--- src/core/sec_defs.vh ---
`ifndef SEC_DEFS_VH
`define SEC_DEFS_VH

// ****************************************
// Opcodes and extended sub-commands
// ****************************************
`define SEC_OP_EXT         2'b00
`define SEC_OP_WRITE       2'b01
`define SEC_OP_READ        2'b10
`define SEC_OP_ERASE       2'b11
`define SEC_EXT_DISABLE    2'b00
`define SEC_EXT_FILL       2'b01
`define SEC_EXT_CLEAR      2'b10
`define SEC_EXT_ENABLE     2'b11

// ****************************************
// Field lengths and layout
// ****************************************
`define SEC_OPC_LAST       5'h01
`define SEC_BYTE_BITS      5'h08
`define SEC_WORD_BITS      5'h10
`define SEC_PAGE_BYTES     16
`define SEC_PAGE_IDX       4
`define SEC_PAGE_LAST      4'hf
`define SEC_MSB_WORD       15
`define SEC_MSB_BYTE       7
`define SEC_ERASED_WORD    16'hffff
`define SEC_DATA_BITS      16

// ****************************************
// Timing
// ****************************************
`define SEC_T_PROG_NS      3000000
`define SEC_CLK_PERIOD_NS  20
`define SEC_PROG_CYCLES    (`SEC_T_PROG_NS / `SEC_CLK_PERIOD_NS)
`define SEC_TIMER_BITS     24

// ****************************************
// Sizes
// ****************************************
`define SEC_ADDR_BITS      6
`define SEC_FIFO_DEPTH     8
`define SEC_SYNC_STAGES    3

`endif

--- src/core/sec_sync.v ---
`timescale 1ns/1ps

// ****************************************
// Three-stage pin synchroniser with agreement filter
// ****************************************
module sec_sync #(
	parameter WIDTH = 4
) (
	// Clock and reset
	input  wire             clk,
	input  wire             rst,
	// Pins
	input  wire [WIDTH-1:0] async_in,
	// Filtered levels
	output reg  [WIDTH-1:0] sync_out
);
	reg [WIDTH-1:0] ff1;
	reg [WIDTH-1:0] ff2;
	reg [WIDTH-1:0] ff3;
	genvar g;

	generate
		for (g = 0; g < WIDTH; g = g + 1) begin : g_bit
			always @(posedge clk) begin
				if (rst) begin
					ff1[g]      <= 1'b0;
					ff2[g]      <= 1'b0;
					ff3[g]      <= 1'b0;
					sync_out[g] <= 1'b0;
				end else begin
					ff1[g] <= async_in[g];
					ff2[g] <= ff1[g];
					ff3[g] <= ff2[g];
					// Change counts only once two stages agree
					if (ff2[g] == ff3[g])
						sync_out[g] <= ff3[g];
				end
			end
		end
	endgenerate
endmodule // sec_sync

--- src/core/sec_fifo.v ---
`timescale 1ns/1ps

// ****************************************
// Small valid/ready FIFO
// ****************************************
module sec_fifo #(
	parameter WIDTH = 23,
	parameter DEPTH = 8,
	parameter PTR_W = 3
) (
	// Clock and reset
	input  wire             clk,
	input  wire             rst,
	// Fill side
	input  wire             in_valid,
	output wire             in_ready,
	input  wire [WIDTH-1:0] in_data,
	// Drain side
	output wire             out_valid,
	input  wire             out_ready,
	output wire [WIDTH-1:0] out_data
);
	reg [WIDTH-1:0] store [0:DEPTH-1];
	reg [PTR_W:0]   wptr;
	reg [PTR_W:0]   rptr;

	wire empty = (wptr == rptr);
	wire full  = (wptr[PTR_W] != rptr[PTR_W]) && (wptr[PTR_W-1:0] == rptr[PTR_W-1:0]);

	assign in_ready  = ~full;
	assign out_valid = ~empty;
	assign out_data  = store[rptr[PTR_W-1:0]];

	always @(posedge clk) begin
		if (rst) begin
			wptr <= {(PTR_W+1){1'b0}};
			rptr <= {(PTR_W+1){1'b0}};
		end else begin
			if (in_valid && !full) begin
				store[wptr[PTR_W-1:0]] <= in_data;
				wptr                   <= wptr + 1'b1;
			end
			if (out_ready && !empty)
				rptr <= rptr + 1'b1;
		end
	end
endmodule // sec_fifo

--- src/core/sec_engine.v ---
`timescale 1ns/1ps
`include "sec_defs.vh"

// Operation
// - Instruction is start one, 2-bit opcode, address field, then data for writes.
// - Data input bits are sampled on each serial clock rising edge.
// - Read drives output, sends a dummy zero, then the word MSB first.
// - Read output bits change on serial clock rising edges.
// - Continued clocking reads the next word, wrapping top address to zero.
// - Only the first word of a sequential read has a dummy zero.
// - Deselect after a write starts a self-timed clear-then-store cycle.
// - Locations are cleared automatically before storing, no erase needed.
// - Reselect during programming shows busy low, ready high on output.
// - A one shifted in while polling returns the output to high impedance.
// - One write takes up to 16 bytes or 8 words in one cycle.
// - Page pointer advances every 8 clocks (x8) or 16 clocks (x16).
// - Extra page data wraps within the page, overwriting earlier data.
// - Erase plus deselect clears the location to all ones.
// - Enable latch clear from power-up; programming refused until enabled.
// - Enable latch stays set until power loss or disable command.
// - Write, erase, clear-all and fill-all are ignored with latch clear.
// - Reads work regardless of the enable latch.
// - Clear-all plus deselect sets every bit of the array to one.
// - Fill-all plus deselect writes its data to every location.
module sec_engine #(
	parameter ADDR_BITS   = `SEC_ADDR_BITS,
	parameter PROG_CYCLES = `SEC_PROG_CYCLES,
	parameter FIFO_DEPTH  = `SEC_FIFO_DEPTH
) (
	// Clock and reset
	input  wire ref_clk,
	input  wire rst,
	// Serial pins
	input  wire chip_select,
	input  wire serial_clock_in,
	input  wire serial_in,
	input  wire word_width_select,
	output reg  serial_out,
	output reg  serial_out_en,
	// Status
	output wire program_busy
);
	localparam AW     = ADDR_BITS + 1;
	localparam NBYTES = 1 << AW;
	localparam EW     = 1 + AW + `SEC_DATA_BITS;
	localparam [4:0] ABITS16 = ADDR_BITS;
	localparam [4:0] ABITS8  = ADDR_BITS + 1;
	localparam [`SEC_TIMER_BITS-1:0] PROG_LAST = PROG_CYCLES - 1;

	localparam S_IDLE = 3'd0;
	localparam S_OPC  = 3'd1;
	localparam S_ADDR = 3'd2;
	localparam S_DATA = 3'd3;
	localparam S_READ = 3'd4;
	localparam S_DONE = 3'd5;

	localparam P_IDLE  = 2'd0;
	localparam P_DRAIN = 2'd1;
	localparam P_STORE = 2'd2;
	localparam P_WAIT  = 2'd3;

	// ****************************************
	// Pin sampling and edges
	// ****************************************
	wire [3:0] pins;

	sec_sync #(
		.WIDTH (4)
	) u_sync (
		.clk      (ref_clk),
		.rst      (rst),
		.async_in ({chip_select, serial_clock_in, serial_in, word_width_select}),
		.sync_out (pins)
	);

	wire cs   = pins[3];
	wire sk   = pins[2];
	wire si   = pins[1];
	wire wide = pins[0];

	reg cs_q;
	reg sk_q;

	always @(posedge ref_clk) begin
		if (rst) begin
			cs_q <= 1'b0;
			sk_q <= 1'b0;
		end else begin
			cs_q <= cs;
			sk_q <= sk;
		end
	end

	wire sk_rise = sk & ~sk_q;
	wire sk_fall = ~sk & sk_q;
	wire cs_rise = cs & ~cs_q;
	wire cs_fall = ~cs & cs_q;

	// ****************************************
	// Storage
	// ****************************************
	// Array is nonvolatile: never reset, content unknown until programmed
	reg [7:0]     mem   [0:NBYTES-1];
	reg [7:0]     latch [0:`SEC_PAGE_BYTES-1];
	reg [15:0]    lmask;
	reg [AW-5:0]  lbase;

	// ****************************************
	// Serial decode state
	// ****************************************
	reg [2:0]     sstate;
	reg [4:0]     cnt;
	reg [1:0]     opc;
	reg [AW-1:0]  addr;
	reg [15:0]    din;
	reg [AW-1:0]  wba;
	reg [AW-1:0]  rd_addr;
	reg [15:0]    shreg;
	reg           wel;
	reg           stat;
	reg           poll;
	reg           poll_one;
	reg           pend_page;
	reg           pend_fill;
	reg [15:0]    fill_val;
	reg           push_valid;
	reg [EW-1:0]  push_data;

	reg [1:0]     pstate;
	reg [AW-1:0]  idx;
	reg           pfill;
	reg           pwide;
	reg [15:0]    pval;
	reg [`SEC_TIMER_BITS-1:0] timer;
	reg           prog_done;

	wire          f_in_ready;
	wire          f_valid;
	wire [EW-1:0] f_data;
	wire          f_ready = (pstate != P_STORE);
	wire          busy    = (pstate != P_IDLE);

	assign program_busy = busy;

	wire [4:0]    abits     = wide ? ABITS16 : ABITS8;
	wire [4:0]    dbits     = wide ? `SEC_WORD_BITS : `SEC_BYTE_BITS;
	wire [AW-1:0] full_addr = {addr[AW-2:0], si};
	wire [1:0]    ext_sel   = wide ? full_addr[ADDR_BITS-1 -: 2] : full_addr[AW-1 -: 2];
	wire [AW-1:0] byte_of   = wide ? {full_addr[ADDR_BITS-1:0], 1'b0} : full_addr;
	wire [15:0]   unit      = {din[14:0], si};
	wire [3:0]    step      = {2'b00, wide, ~wide};
	wire [3:0]    wba_lo    = wba[3:0] + step;

	wire [AW-1:0] rd_ba   = wide ? {rd_addr[ADDR_BITS-1:0], 1'b0} : rd_addr;
	wire [15:0]   rd_word = wide ? {mem[rd_ba], mem[{rd_ba[AW-1:1], 1'b1}]} : {8'h00, mem[rd_ba]};
	wire [AW-1:0] rd_inc  = rd_addr + {{(AW-1){1'b0}}, 1'b1};
	wire [AW-1:0] rd_next = wide ? {1'b0, rd_inc[AW-2:0]} : rd_inc;
	wire          rd_bit  = wide ? rd_word[`SEC_MSB_WORD] : rd_word[`SEC_MSB_BYTE];
	wire          sh_bit  = wide ? shreg[`SEC_MSB_WORD] : shreg[`SEC_MSB_BYTE];

	wire commit = cs_fall & (pend_page | pend_fill) & ~busy;

	// ****************************************
	// Serial command state machine
	// ****************************************
	always @(posedge ref_clk) begin
		if (rst) begin
			sstate     <= S_IDLE;
			cnt        <= 5'h00;
			opc        <= 2'b00;
			addr       <= {AW{1'b0}};
			din        <= 16'h0000;
			wba        <= {AW{1'b0}};
			rd_addr    <= {AW{1'b0}};
			shreg      <= 16'h0000;
			serial_out <= 1'b0;
			serial_out_en <= 1'b0;
			wel        <= 1'b0;
			stat       <= 1'b0;
			poll       <= 1'b0;
			poll_one   <= 1'b0;
			pend_page  <= 1'b0;
			pend_fill  <= 1'b0;
			fill_val   <= 16'h0000;
			push_valid <= 1'b0;
			push_data  <= {EW{1'b0}};
		end else begin
			if (push_valid && f_in_ready)
				push_valid <= 1'b0;
			if (cs_fall) begin
				sstate        <= S_IDLE;
				serial_out_en <= 1'b0;
				stat          <= 1'b0;
				pend_page     <= 1'b0;
				pend_fill     <= 1'b0;
				poll_one      <= 1'b0;
				if (commit)
					poll <= 1'b1;
			end else if (cs) begin
				if (cs_rise && poll) begin
					stat          <= 1'b1;
					serial_out_en <= 1'b1;
					serial_out    <= ~busy;
					poll_one      <= 1'b0;
				end else if (stat) begin
					serial_out <= ~busy;
					// One taken on a rise, released on the next fall
					// Input may already hold the next bit at the fall, so sample at the rise
					if (sk_rise && si)
						poll_one <= 1'b1;
					if (sk_fall && poll_one) begin
						stat          <= 1'b0;
						serial_out_en <= 1'b0;
						poll          <= 1'b0;
						poll_one      <= 1'b0;
					end
				end
				if (sk_rise) begin
					case (sstate)
					S_IDLE: begin
						if (si && !busy) begin
							sstate <= S_OPC;
							cnt    <= 5'h00;
						end
					end
					S_OPC: begin
						opc <= {opc[0], si};
						if (cnt == `SEC_OPC_LAST) begin
							sstate <= S_ADDR;
							cnt    <= 5'h00;
						end else begin
							cnt <= cnt + 5'h01;
						end
					end
					S_ADDR: begin
						addr <= full_addr;
						if (cnt == abits - 5'h01) begin
							cnt <= 5'h00;
							case (opc)
							`SEC_OP_READ: begin
								sstate        <= S_READ;
								serial_out    <= 1'b0;
								serial_out_en <= 1'b1;
								rd_addr       <= wide ? {1'b0, full_addr[AW-2:0]} : full_addr;
							end
							`SEC_OP_WRITE: begin
								wba    <= byte_of;
								sstate <= wel ? S_DATA : S_DONE;
							end
							`SEC_OP_ERASE: begin
								sstate <= S_DONE;
								if (wel) begin
									push_valid <= 1'b1;
									push_data  <= {wide, byte_of, `SEC_ERASED_WORD};
									pend_page  <= 1'b1;
								end
							end
							default: begin
								case (ext_sel)
								`SEC_EXT_DISABLE: begin
									wel    <= 1'b0;
									sstate <= S_DONE;
								end
								`SEC_EXT_ENABLE: begin
									wel    <= 1'b1;
									sstate <= S_DONE;
								end
								`SEC_EXT_CLEAR: begin
									sstate <= S_DONE;
									if (wel) begin
										fill_val  <= `SEC_ERASED_WORD;
										pend_fill <= 1'b1;
									end
								end
								default: begin
									sstate <= wel ? S_DATA : S_DONE;
								end
								endcase
							end
							endcase
						end else begin
							cnt <= cnt + 5'h01;
						end
					end
					S_DATA: begin
						din <= unit;
						if (cnt == dbits - 5'h01) begin
							cnt <= 5'h00;
							if (opc == `SEC_OP_EXT) begin
								fill_val  <= unit;
								pend_fill <= 1'b1;
								sstate    <= S_DONE;
							end else begin
								push_valid <= 1'b1;
								push_data  <= {wide, wba, unit};
								pend_page  <= 1'b1;
								wba[3:0]   <= wba_lo;
							end
						end else begin
							cnt <= cnt + 5'h01;
						end
					end
					S_READ: begin
						if (cnt == 5'h00) begin
							serial_out <= rd_bit;
							shreg      <= rd_word << 1;
						end else begin
							serial_out <= sh_bit;
							shreg      <= shreg << 1;
						end
						if (cnt == dbits - 5'h01) begin
							cnt <= 5'h00;
							rd_addr <= rd_next;
						end else begin
							cnt <= cnt + 5'h01;
						end
					end
					default: begin
						sstate <= sstate;
					end
					endcase
				end
			end
		end
	end

	// ****************************************
	// Page data path
	// ****************************************
	sec_fifo #(
		.WIDTH (EW),
		.DEPTH (FIFO_DEPTH),
		.PTR_W (3)
	) u_fifo (
		.clk       (ref_clk),
		.rst       (rst),
		.in_valid  (push_valid),
		.in_ready  (f_in_ready),
		.in_data   (push_data),
		.out_valid (f_valid),
		.out_ready (f_ready),
		.out_data  (f_data)
	);

	wire          e_wide = f_data[EW-1];
	wire [AW-1:0] e_ba   = f_data[AW+15:16];
	wire [15:0]   e_dat  = f_data[15:0];
	wire [3:0]    e_idx  = e_ba[3:0];
	wire [3:0]    e_idx1 = e_idx + 4'h1;

	// Latch empties when a command aborts or its cycle ends
	always @(posedge ref_clk) begin
		if (rst) begin
			lmask <= 16'h0000;
			lbase <= {(AW-4){1'b0}};
		end else if (prog_done || (cs_fall && !commit && !busy)) begin
			lmask <= 16'h0000;
		end else if (f_valid && f_ready) begin
			lbase <= e_ba[AW-1:`SEC_PAGE_IDX];
			if (e_wide) begin
				latch[e_idx]  <= e_dat[15:8];
				latch[e_idx1] <= e_dat[7:0];
				lmask[e_idx]  <= 1'b1;
				lmask[e_idx1] <= 1'b1;
			end else begin
				latch[e_idx] <= e_dat[7:0];
				lmask[e_idx] <= 1'b1;
			end
		end
	end

	// ****************************************
	// Self-timed programming
	// ****************************************
	always @(posedge ref_clk) begin
		if (rst) begin
			pstate    <= P_IDLE;
			idx       <= {AW{1'b0}};
			pfill     <= 1'b0;
			pwide     <= 1'b0;
			pval      <= 16'h0000;
			timer     <= {`SEC_TIMER_BITS{1'b0}};
			prog_done <= 1'b0;
		end else begin
			prog_done <= 1'b0;
			case (pstate)
			P_IDLE: begin
				if (commit) begin
					pstate <= P_DRAIN;
					pfill  <= pend_fill;
					pwide  <= wide;
					pval   <= fill_val;
					idx    <= {AW{1'b0}};
				end
			end
			P_DRAIN: begin
				// Wait for page entries still in flight
				if (!f_valid && !push_valid)
					pstate <= P_STORE;
			end
			P_STORE: begin
				if (pfill) begin
					if (pwide && !idx[0])
						mem[idx] <= pval[15:8];
					else
						mem[idx] <= pval[7:0];
					if (idx == NBYTES - 1)
						pstate <= P_WAIT;
				end else begin
					if (lmask[idx[3:0]])
						mem[{lbase, idx[3:0]}] <= latch[idx[3:0]];
					if (idx[3:0] == `SEC_PAGE_LAST)
						pstate <= P_WAIT;
				end
				idx   <= idx + {{(AW-1){1'b0}}, 1'b1};
				timer <= {`SEC_TIMER_BITS{1'b0}};
			end
			default: begin
				if (timer == PROG_LAST) begin
					pstate    <= P_IDLE;
					prog_done <= 1'b1;
				end else begin
					timer <= timer + 1'b1;
				end
			end
			endcase
		end
	end
endmodule // sec_engine

--- config.mk ---
export PLATFORM = sky130hd
export DESIGN_NAME = sec_engine
export DESIGN_NICKNAME = d
export VERILOG_FILES = /design/src/core/sec_sync.v /design/src/core/sec_fifo.v /design/src/core/sec_engine.v
export VERILOG_INCLUDE_DIRS = /design/src /design/src/core
export SDC_FILE = /design/constraint.sdc
export NUM_CORES = 2
export LEC_CHECK = 0
export BUFFER_PORTS_ARGS = -buffer_cell sky130_fd_sc_hd__buf_2
export CAP_MARGIN = 20
export CELL_PAD_IN_SITES_DETAIL_PLACEMENT = 1
export CELL_PAD_IN_SITES_GLOBAL_PLACEMENT = 2
export CORE_MARGIN = 2
export CORE_UTILIZATION = 48
export CTS_CLUSTER_SIZE = 16
export DETAILED_ROUTE_END_ITERATION = 8
export PLACE_DENSITY = 0.87
export SLEW_MARGIN = 10
export SYNTH_ARGS = -nofsm -noshare
export SYNTH_HDL_FRONTEND = slang
export SYNTH_SLANG_ARGS = --single-unit
--- constraint.sdc ---
create_clock -name ref_clk -period 7.6 [get_ports ref_clk]
set_clock_uncertainty 0.2 [all_clocks]
set_input_delay 1.14 -clock ref_clk [delete_from_list [all_inputs] [get_ports ref_clk]]
set_output_delay 1.14 -clock ref_clk [all_outputs]
set_load 0.01 [all_outputs]
# [After elaboration in Yosys (flattened, before gate mapping)]
# Memory sizes are Yosys's and may differ from the RTL's. A register that Yosys moved wholly into a read port is not among the register bits.
# Cells that the tools add are included.
[classes] add_sub_neg=10 n_lt_le_gt_ge=5 n_eq_ne=45 muxes=153 bitwise_logic=23 n_reduce_logical=70
[op_table] op="two-way mux 16 bit" n=9
[op_table] op="two-way mux 24 bit" n=6
[op_table] op="case mux 24 bit (2 select lines)" n=2
[op_table] op="two-way mux 1 bit" n=81
[op_table] op="two-way mux 7 bit" n=9
[op_table] op="OR 16 bit" n=2
[op_table] op="case mux 16 bit (2 select lines)" n=1
[op_table] op="case mux 7 bit (2 select lines)" n=2
[op_table] op="two-way mux 3 bit" n=9
[op_table] op="!= test 2 bit, second input constant" n=13
[op_table] op="two-way mux 5 bit" n=5
[op_table] op="adder 24 x 1 -> 24 bit, second input constant" n=1
[op_table] op="equality test 24 x 18 -> 1 bit, second input constant" n=1
[op_table] op="two-way mux 4 bit" n=6
[op_table] op="two-way mux 8 bit" n=3
[op_table] op="AND reduction 8 bit" n=3
[op_table] op="case mux 5 bit (4 select lines)" n=1
[op_table] op="AND reduction 9 bit" n=2
[op_table] op="nonzero test 2 bit" n=9
[op_table] op="AND reduction 4 bit" n=4
[op_table] op="logical AND 1 bit" n=15
[op_table] op="less-than comparator 4 x 5 -> 1 bit, second input constant" n=3
[op_table] op="AND reduction 5 bit" n=3
[op_table] op="adder 7 x 1 -> 7 bit, second input constant" n=2
[op_table] op="other kinds (48)" n=114
[totals] regBits=207 ramBits=1344 inputBits=6 n_memories=3
[memory_table] name="mem" words=128 word_bits=8 rd=2 rd_ports_with_merged_regs=0 write_ports=1 line="sec_engine.v:103" source="reg [7:0] mem [0:NBYTES-1];"
[memory_table] name="u_fifo.store" words=8 word_bits=24 rd=1 rd_ports_with_merged_regs=1 write_ports=1 line="sec_fifo.v:23" source="reg [WIDTH-1:0] store [0:DEPTH-1];"
[memory_table] name="latch" words=16 word_bits=8 rd=1 rd_ports_with_merged_regs=1 write_ports=2 line="sec_engine.v:104" source="reg [7:0] latch [0:`SEC_PAGE_BYTES-1];"

# [Logic depth before layout (Yosys ltp)]
[logic_depth] depth_word=12 ltp_mapped=16 depth_no_buf=9

# [Modules after synthesis]
# A second synthesis with hierarchy kept.
[unflattened] hier_cells=5086 hier_area_um2=68519.5
[by_module_without_submodules] module="sec_engine" n_inst=1 cells_each=4684 area_each_um2=60101.4
[by_module_without_submodules] module="sec_fifo" n_inst=1 cells_each=361 area_each_um2=7931.4
[by_module_without_submodules] module="sec_sync" n_inst=1 cells_each=41 area_each_um2=486.7

# [Least setup slack after synthesis]
# OpenSTA, ideal clock, no wires.
[synth_path] kind="input to register" startpoint="in rst" endpoint="mem mem[0][6], data pin" t_arrival_ns=5.845 required_time_ns=6.508 path_slack_ns=0.663 path_stages=5 cell_sequence="nand2b_1 > or2_2 > a21oi_1 > mux2i_1 > a21oi_1"
[synth_between] elab_chain_cells=4 word_cells_on_any_way=7
[synth_rtl] element="start, declared" line="sec_engine.v:32" source="input wire rst,"
[synth_rtl] element="two-way mux 1 bit" line="sec_engine.v:376" source="if (rst) begin"
[synth_rtl] element="two-way mux 1 bit (on tied branches)" line="sec_engine.v:411, sec_engine.v:406"
[synth_rtl] element="OR reduction 8 bit (no line) / two-way mux 8 bit (equally long branches)"
[synth_rtl] element="two-way mux 8 bit (no line) *"
[synth_rtl] element="end, declared" line="sec_engine.v:103"
# Every way passes the cells marked *; elsewhere a longest branch is shown, timed or not.

# [Worst setup path in the final report]
[layout_path] startpoint="reg idx[2]" endpoint="mem mem[40][3], enable pin"
[layout_between] elab_chain_cells=9 word_cells_on_any_way=10
[layout_rtl] element="start, declared" line="sec_engine.v:130" source="reg [AW-1:0] idx;"
[layout_rtl] element="start signal, assigned" line="sec_engine.v:378" source="idx <= {AW{1'b0}};"
[layout_rtl] element="start signal, assigned" line="sec_engine.v:393" source="idx <= {AW{1'b0}};"
[layout_rtl] element="start signal, assigned" line="sec_engine.v:415" source="idx <= idx + {{(AW-1){1'b0}}, 1'b1};"
[layout_rtl] element="binary-select mux 1 bit (select 4 bit)" line="sec_engine.v:410" source="if (lmask[idx[3:0]])"
[layout_rtl] element="two-way mux 1 bit (implied by the code)" line="sec_engine.v:410"
[layout_rtl] element="two-way mux 1 bit" line="sec_engine.v:410"
[layout_rtl] element="two-way mux 1 bit" line="sec_engine.v:402" source="if (pfill) begin"
[layout_rtl] element="two-way mux 1 bit" line="sec_engine.v:386" source="case (pstate)"
[layout_rtl] element="two-way mux 1 bit" line="sec_engine.v:376"
[layout_rtl] element="two-way mux 1 bit (implied by the code)" line="sec_engine.v:411" source="mem[{lbase, idx[3:0]}] <= latch[idx[3:0]];"
[layout_rtl] element="OR reduction 8 bit (no line)"
[layout_rtl] element="two-way mux 7 bit (no line) / two-way mux 1 bit (equally long branches)"
# Parallel ways exist; a longest one is shown, timed or not. The select of a mux whose other input is x is not followed.

==> flow_metrics.env <==
export IMPL_worstSkewPairLatency_ns=0.81
export IMPL_report_final_hold_viol_count=0
export IMPL_critPathCaptureType="flip-flop"
export IMPL_regArea_um2=44600
export IMPL_fillers=12700
export IMPL_initialDrtViolationCount=5080
export IMPL_period_needed_ns=5.22
export IMPL_hpwl_um=130000
export IMPL_timing_hold_worst_class="reg -> reg"
export IMPL_place_inst=6001
export IMPL_yosys_top_cells_area="edfxtp_1 (61%), mux4_2 (8.9%), dfxtp_1 (6.4%), mux2i_1 (4.4%), nand2_1 (2.6%)"
export IMPL_critical_path_required_ns=7.83
export IMPL_postPlaceCellArea_um2=68900
export IMPL_synth_seq_cells=1557
export IMPL_critPathArrivalTime_ns=5.45
export IMPL_fmax_mhz=192
export IMPL_crit_path_start="idx[2]$_SDFFE_PP0P_"
export IMPL_antenna_found_initial=7
export IMPL_synth_area_per_cell_um2=15.3
export IMPL_regToRegSetupSlack_ns=2.38
export IMPL_synth_cell_area_um2=66300
export IMPL_crit_path_start_kind="flip-flop"
export IMPL_wire_per_inst_um=32.7
export IMPL_ant_nets=0
export IMPL_cts_tree="built"
export IMPL_htree_levels=4
export IMPL_run_status="completed"
export IMPL_worst_r2r_endpoint="mem[40][3]$_DFFE_PP_"
export IMPL_synth_top_cell_area_share=0.608
export IMPL_layout_nets=4412
export IMPL_synth_distinct_cells=91
export IMPL_power_density_nw_per_um2=236
export IMPL_post_synth_top_count_cell="edfxtp_1"
export IMPL_ys_dominant_reg_cell="edfxtp_1"
export IMPL_first_pass_iters=6
export IMPL_port_buffers=8
export IMPL_detail_route_drc_violations=0
export IMPL_maxSlewHeadroom=0.164
export IMPL_synthCells=4343
export IMPL_grt_remaining_overflow=0
export IMPL_design_core_area_um2=137000
export IMPL_grt_pass1_vias=42500
export IMPL_clock_slew_at_reported_path_ffs_ns=0.06
export IMPL_share_of_flip_flops_with_an_asynchronous_set_or_reset_after_synthesis=0
export IMPL_via_count=41400
export IMPL_post_route_cells_drive_above_1_share=0.188
export IMPL_synth_fp_nets=4366
export IMPL_power_total_mw=17.5
export IMPL_finalNonFillerCells=6317
export IMPL_die_height_um=376
export IMPL_wl_um=206000
export IMPL_grt_first_pass_wirelength_um=300000
export IMPL_cts_root_buffer_cell="clkbuf_16"
export IMPL_clockBufferDepth=3
export IMPL_synth_seq_area_share=0.673
export IMPL_design_portCount=9
export IMPL_ir_drop_mv=0.221
export IMPL_die_width_um=376
export IMPL_timing_worst_setup_path_type="reg -> reg"
export IMPL_number_of_max_cap_violations=0
export IMPL_initial_utilization=0.483
export IMPL_critPathMaxFanout=26
export IMPL_synth_commonest_cells="edfxtp_1 (1,344), nand2_1 (462), nor2_1 (308)"
export IMPL_post_cts_setup_driven_buffer_insertion_count=0
export IMPL_worstMarginPinSlew_ns=1.22
export IMPL_timing_reg2reg_worst_path_depth=9
export IMPL_worstReg2RegStart="idx[2]$_SDFFE_PP0P_"
export IMPL_drv_slew=0
export IMPL_cts_hold_repair_buffers=0
export IMPL_place_gp_congestion=0.966
export IMPL_crit_end="mem[40][3]$_DFFE_PP_"
export IMPL_netlist_top_cell_by_area="edfxtp_1"
export IMPL_layout_worst_path_cycle_share=0.687
export IMPL_globalRouteTotalUtil=0.292
export IMPL_p_leak_nw=23.4
export IMPL_row_count=136
export IMPL_finalSetupTns_ns=0
export IMPL_design_area_um2=74300
export IMPL_number_of_synthesized_flops_with_an_enable_pin=1344
export IMPL_grt_max_degree=129
export IMPL_cts_made_buffers=161
export IMPL_report_final_setup_viol=0
export IMPL_design_die_area_um2=141000
export IMPL_unrepaired_setup_endpoints_after_global_routing="false"
export IMPL_cts_resized_gates=0
export IMPL_areaGrowthSynthToFinish_pct=11.9
export IMPL_combined_area_of_the_multi_input_logic_cells_um2=20700
export IMPL_cts_sinks=1557
export IMPL_synth_warnings=0
export IMPL_via_per_inst=6.56
==> worst min path at each step <==
stage                             startpoint                        to  slack (ns)  depth (start not counted)
finish              u_sync.ff1[1]$_SDFF_PP0_  u_sync.ff2[1]$_SDFF_PP0_        0.24                          1
global route        u_sync.ff1[1]$_SDFF_PP0_  u_sync.ff2[1]$_SDFF_PP0_        0.26                          1
CTS                 u_sync.ff1[1]$_SDFF_PP0_  u_sync.ff2[1]$_SDFF_PP0_        0.24                          1
detailed placement  u_sync.ff1[1]$_SDFF_PP0_  u_sync.ff2[1]$_SDFF_PP0_        0.23                          1
global placement    u_sync.ff1[3]$_SDFF_PP0_  u_sync.ff2[3]$_SDFF_PP0_        0.22                          1
floorplan           u_sync.ff1[0]$_SDFF_PP0_  u_sync.ff2[0]$_SDFF_PP0_        0.21                          1
==> stage by stage <==
step                setup slack, ns  hold WS (ns)  utilization
finish                         2.38         0.236        0.541
global route                   2.17         0.262        0.541
CTS                            2.28         0.242        0.539
detailed placement             2.30         0.228        0.502
global placement               2.47         0.220        0.502
floorplan                     0.663         0.214            -
==> kinds of logic after synthesis <==
| group | Yosys count | share of synthesized area |
|---|---|---|
| flip-flops | 1557 | 0.673 |
| adder cells (fa/ha/maj) | 17 | 0.00332 |
| multiplexers | 638 | 0.154 |
| AND/OR/NAND/NOR | 1206 | 0.0824 |
| buffers and inverters | 319 | 0.0247 |
| XOR/XNOR | 19 | 0.00251 |
| AO/OA/AOI/OAI | 587 | 0.0604 |
==> layout by cell type (no fill, tap or decap), types with 12 or more instances in the layout <==
| cell | Yosys | routed |
|---|---|---|
| a211oi_1 | 61 | 61 |
| a21o_1 | 28 | 28 |
| a21oi_1 | 166 | 156 |
| a221oi_1 | 13 | 13 |
| a22oi_1 | 18 | 18 |
| a31oi_1 | 27 | 26 |
| a32oi_1 | 33 | 33 |
| and2_1 | 12 | 12 |
| and3_1 | 36 | 36 |
| buf_2 | 71 | 14 |
| buf_4 | 17 | 148 |
| bufinv_16 | 0 | 13 |
| clkbuf_1 | 155 | 38 |
| clkbuf_16 | 0 | 162 |
| clkinv_1 | 1 | 28 |
| clkinv_2 | 0 | 30 |
| dfxtp_1 | 213 | 204 |
| edfxtp_1 | 1344 | 1344 |
| ha_1 | 16 | 16 |
| inv_1 | 22 | 22 |
| mux2_2 | 49 | 47 |
| mux2i_1 | 294 | 288 |
| mux4_1 | 30 | 30 |
| mux4_2 | 262 | 262 |
| nand2_1 | 462 | 460 |
| nand2b_1 | 14 | 13 |
| nand3_1 | 128 | 128 |
| nand4_1 | 37 | 37 |
| nor2_1 | 308 | 304 |
| nor2_2 | 14 | 18 |
| nor2b_1 | 32 | 31 |
| nor3_1 | 53 | 45 |
| nor4_1 | 56 | 17 |
| nor4_2 | 0 | 38 |
| o211ai_1 | 14 | 14 |
| o21ai_0 | 84 | 82 |
| o22ai_1 | 22 | 22 |
| xor2_1 | 12 | 12 |
==> report_power, final <==
| part | total [mW] | switching (mW) | leakage [nW] | internal (mW) |
|---|---|---|---|---|
| clock network | 7.81 | 3.37 | 2.51 | 4.44 |
| registers | 9.23 | 0.0302 | 14.1 | 9.20 |
| logic | 0.503 | 0.317 | 6.70 | 0.186 |
| total | 17.5 | 3.72 | 23.4 | 13.8 |
==> sequential cells by signal, indices dropped and copies added (netlist names), 5 cells and up, named ones only <==
register      cells
wba               7
cnt               5
u_fifo.store    192
push_data        24
rd_addr           7
timer            24
shreg            15
pval             16
mem            1024
lmask            16
fill_val         16
latch           128
din              15
idx               7
addr              6
==> layout make-up <==
class | instances | share of cell area
flip-flops and latches | 1557 | 0.601
multi-input cells | 2467 | 0.278
clock buffers | 205 | 0.0574
well taps | 1794 | 0.0302
repair buffers | 179 | 0.0197
clock inverters | 91 | 0.0118
inverters | 23 | 0.00116
diodes | 1 | 0.0000337
==> critical path: stages, from the launching register on <==
cell      delay [ns]
dfxtp_1         0.64
mux2_2          0.40
a22oi_1         0.22
nor2_1          0.06
a221oi_1        0.24
a2111o_1        0.20
buf_4           0.43
mux2i_4         0.50
nand2_1         0.78
nor3_1          1.16
==> routing by layer <==
layer,routed length (um),up-vias,global-route usage
met1,78700,21400,0.379
li1,-,17200,-
met5,83,-,0
met4,11700,10,0.155
met3,18100,567,0.0590
met2,97800,2273,0.465
Power figures use the tool's default switching activity.
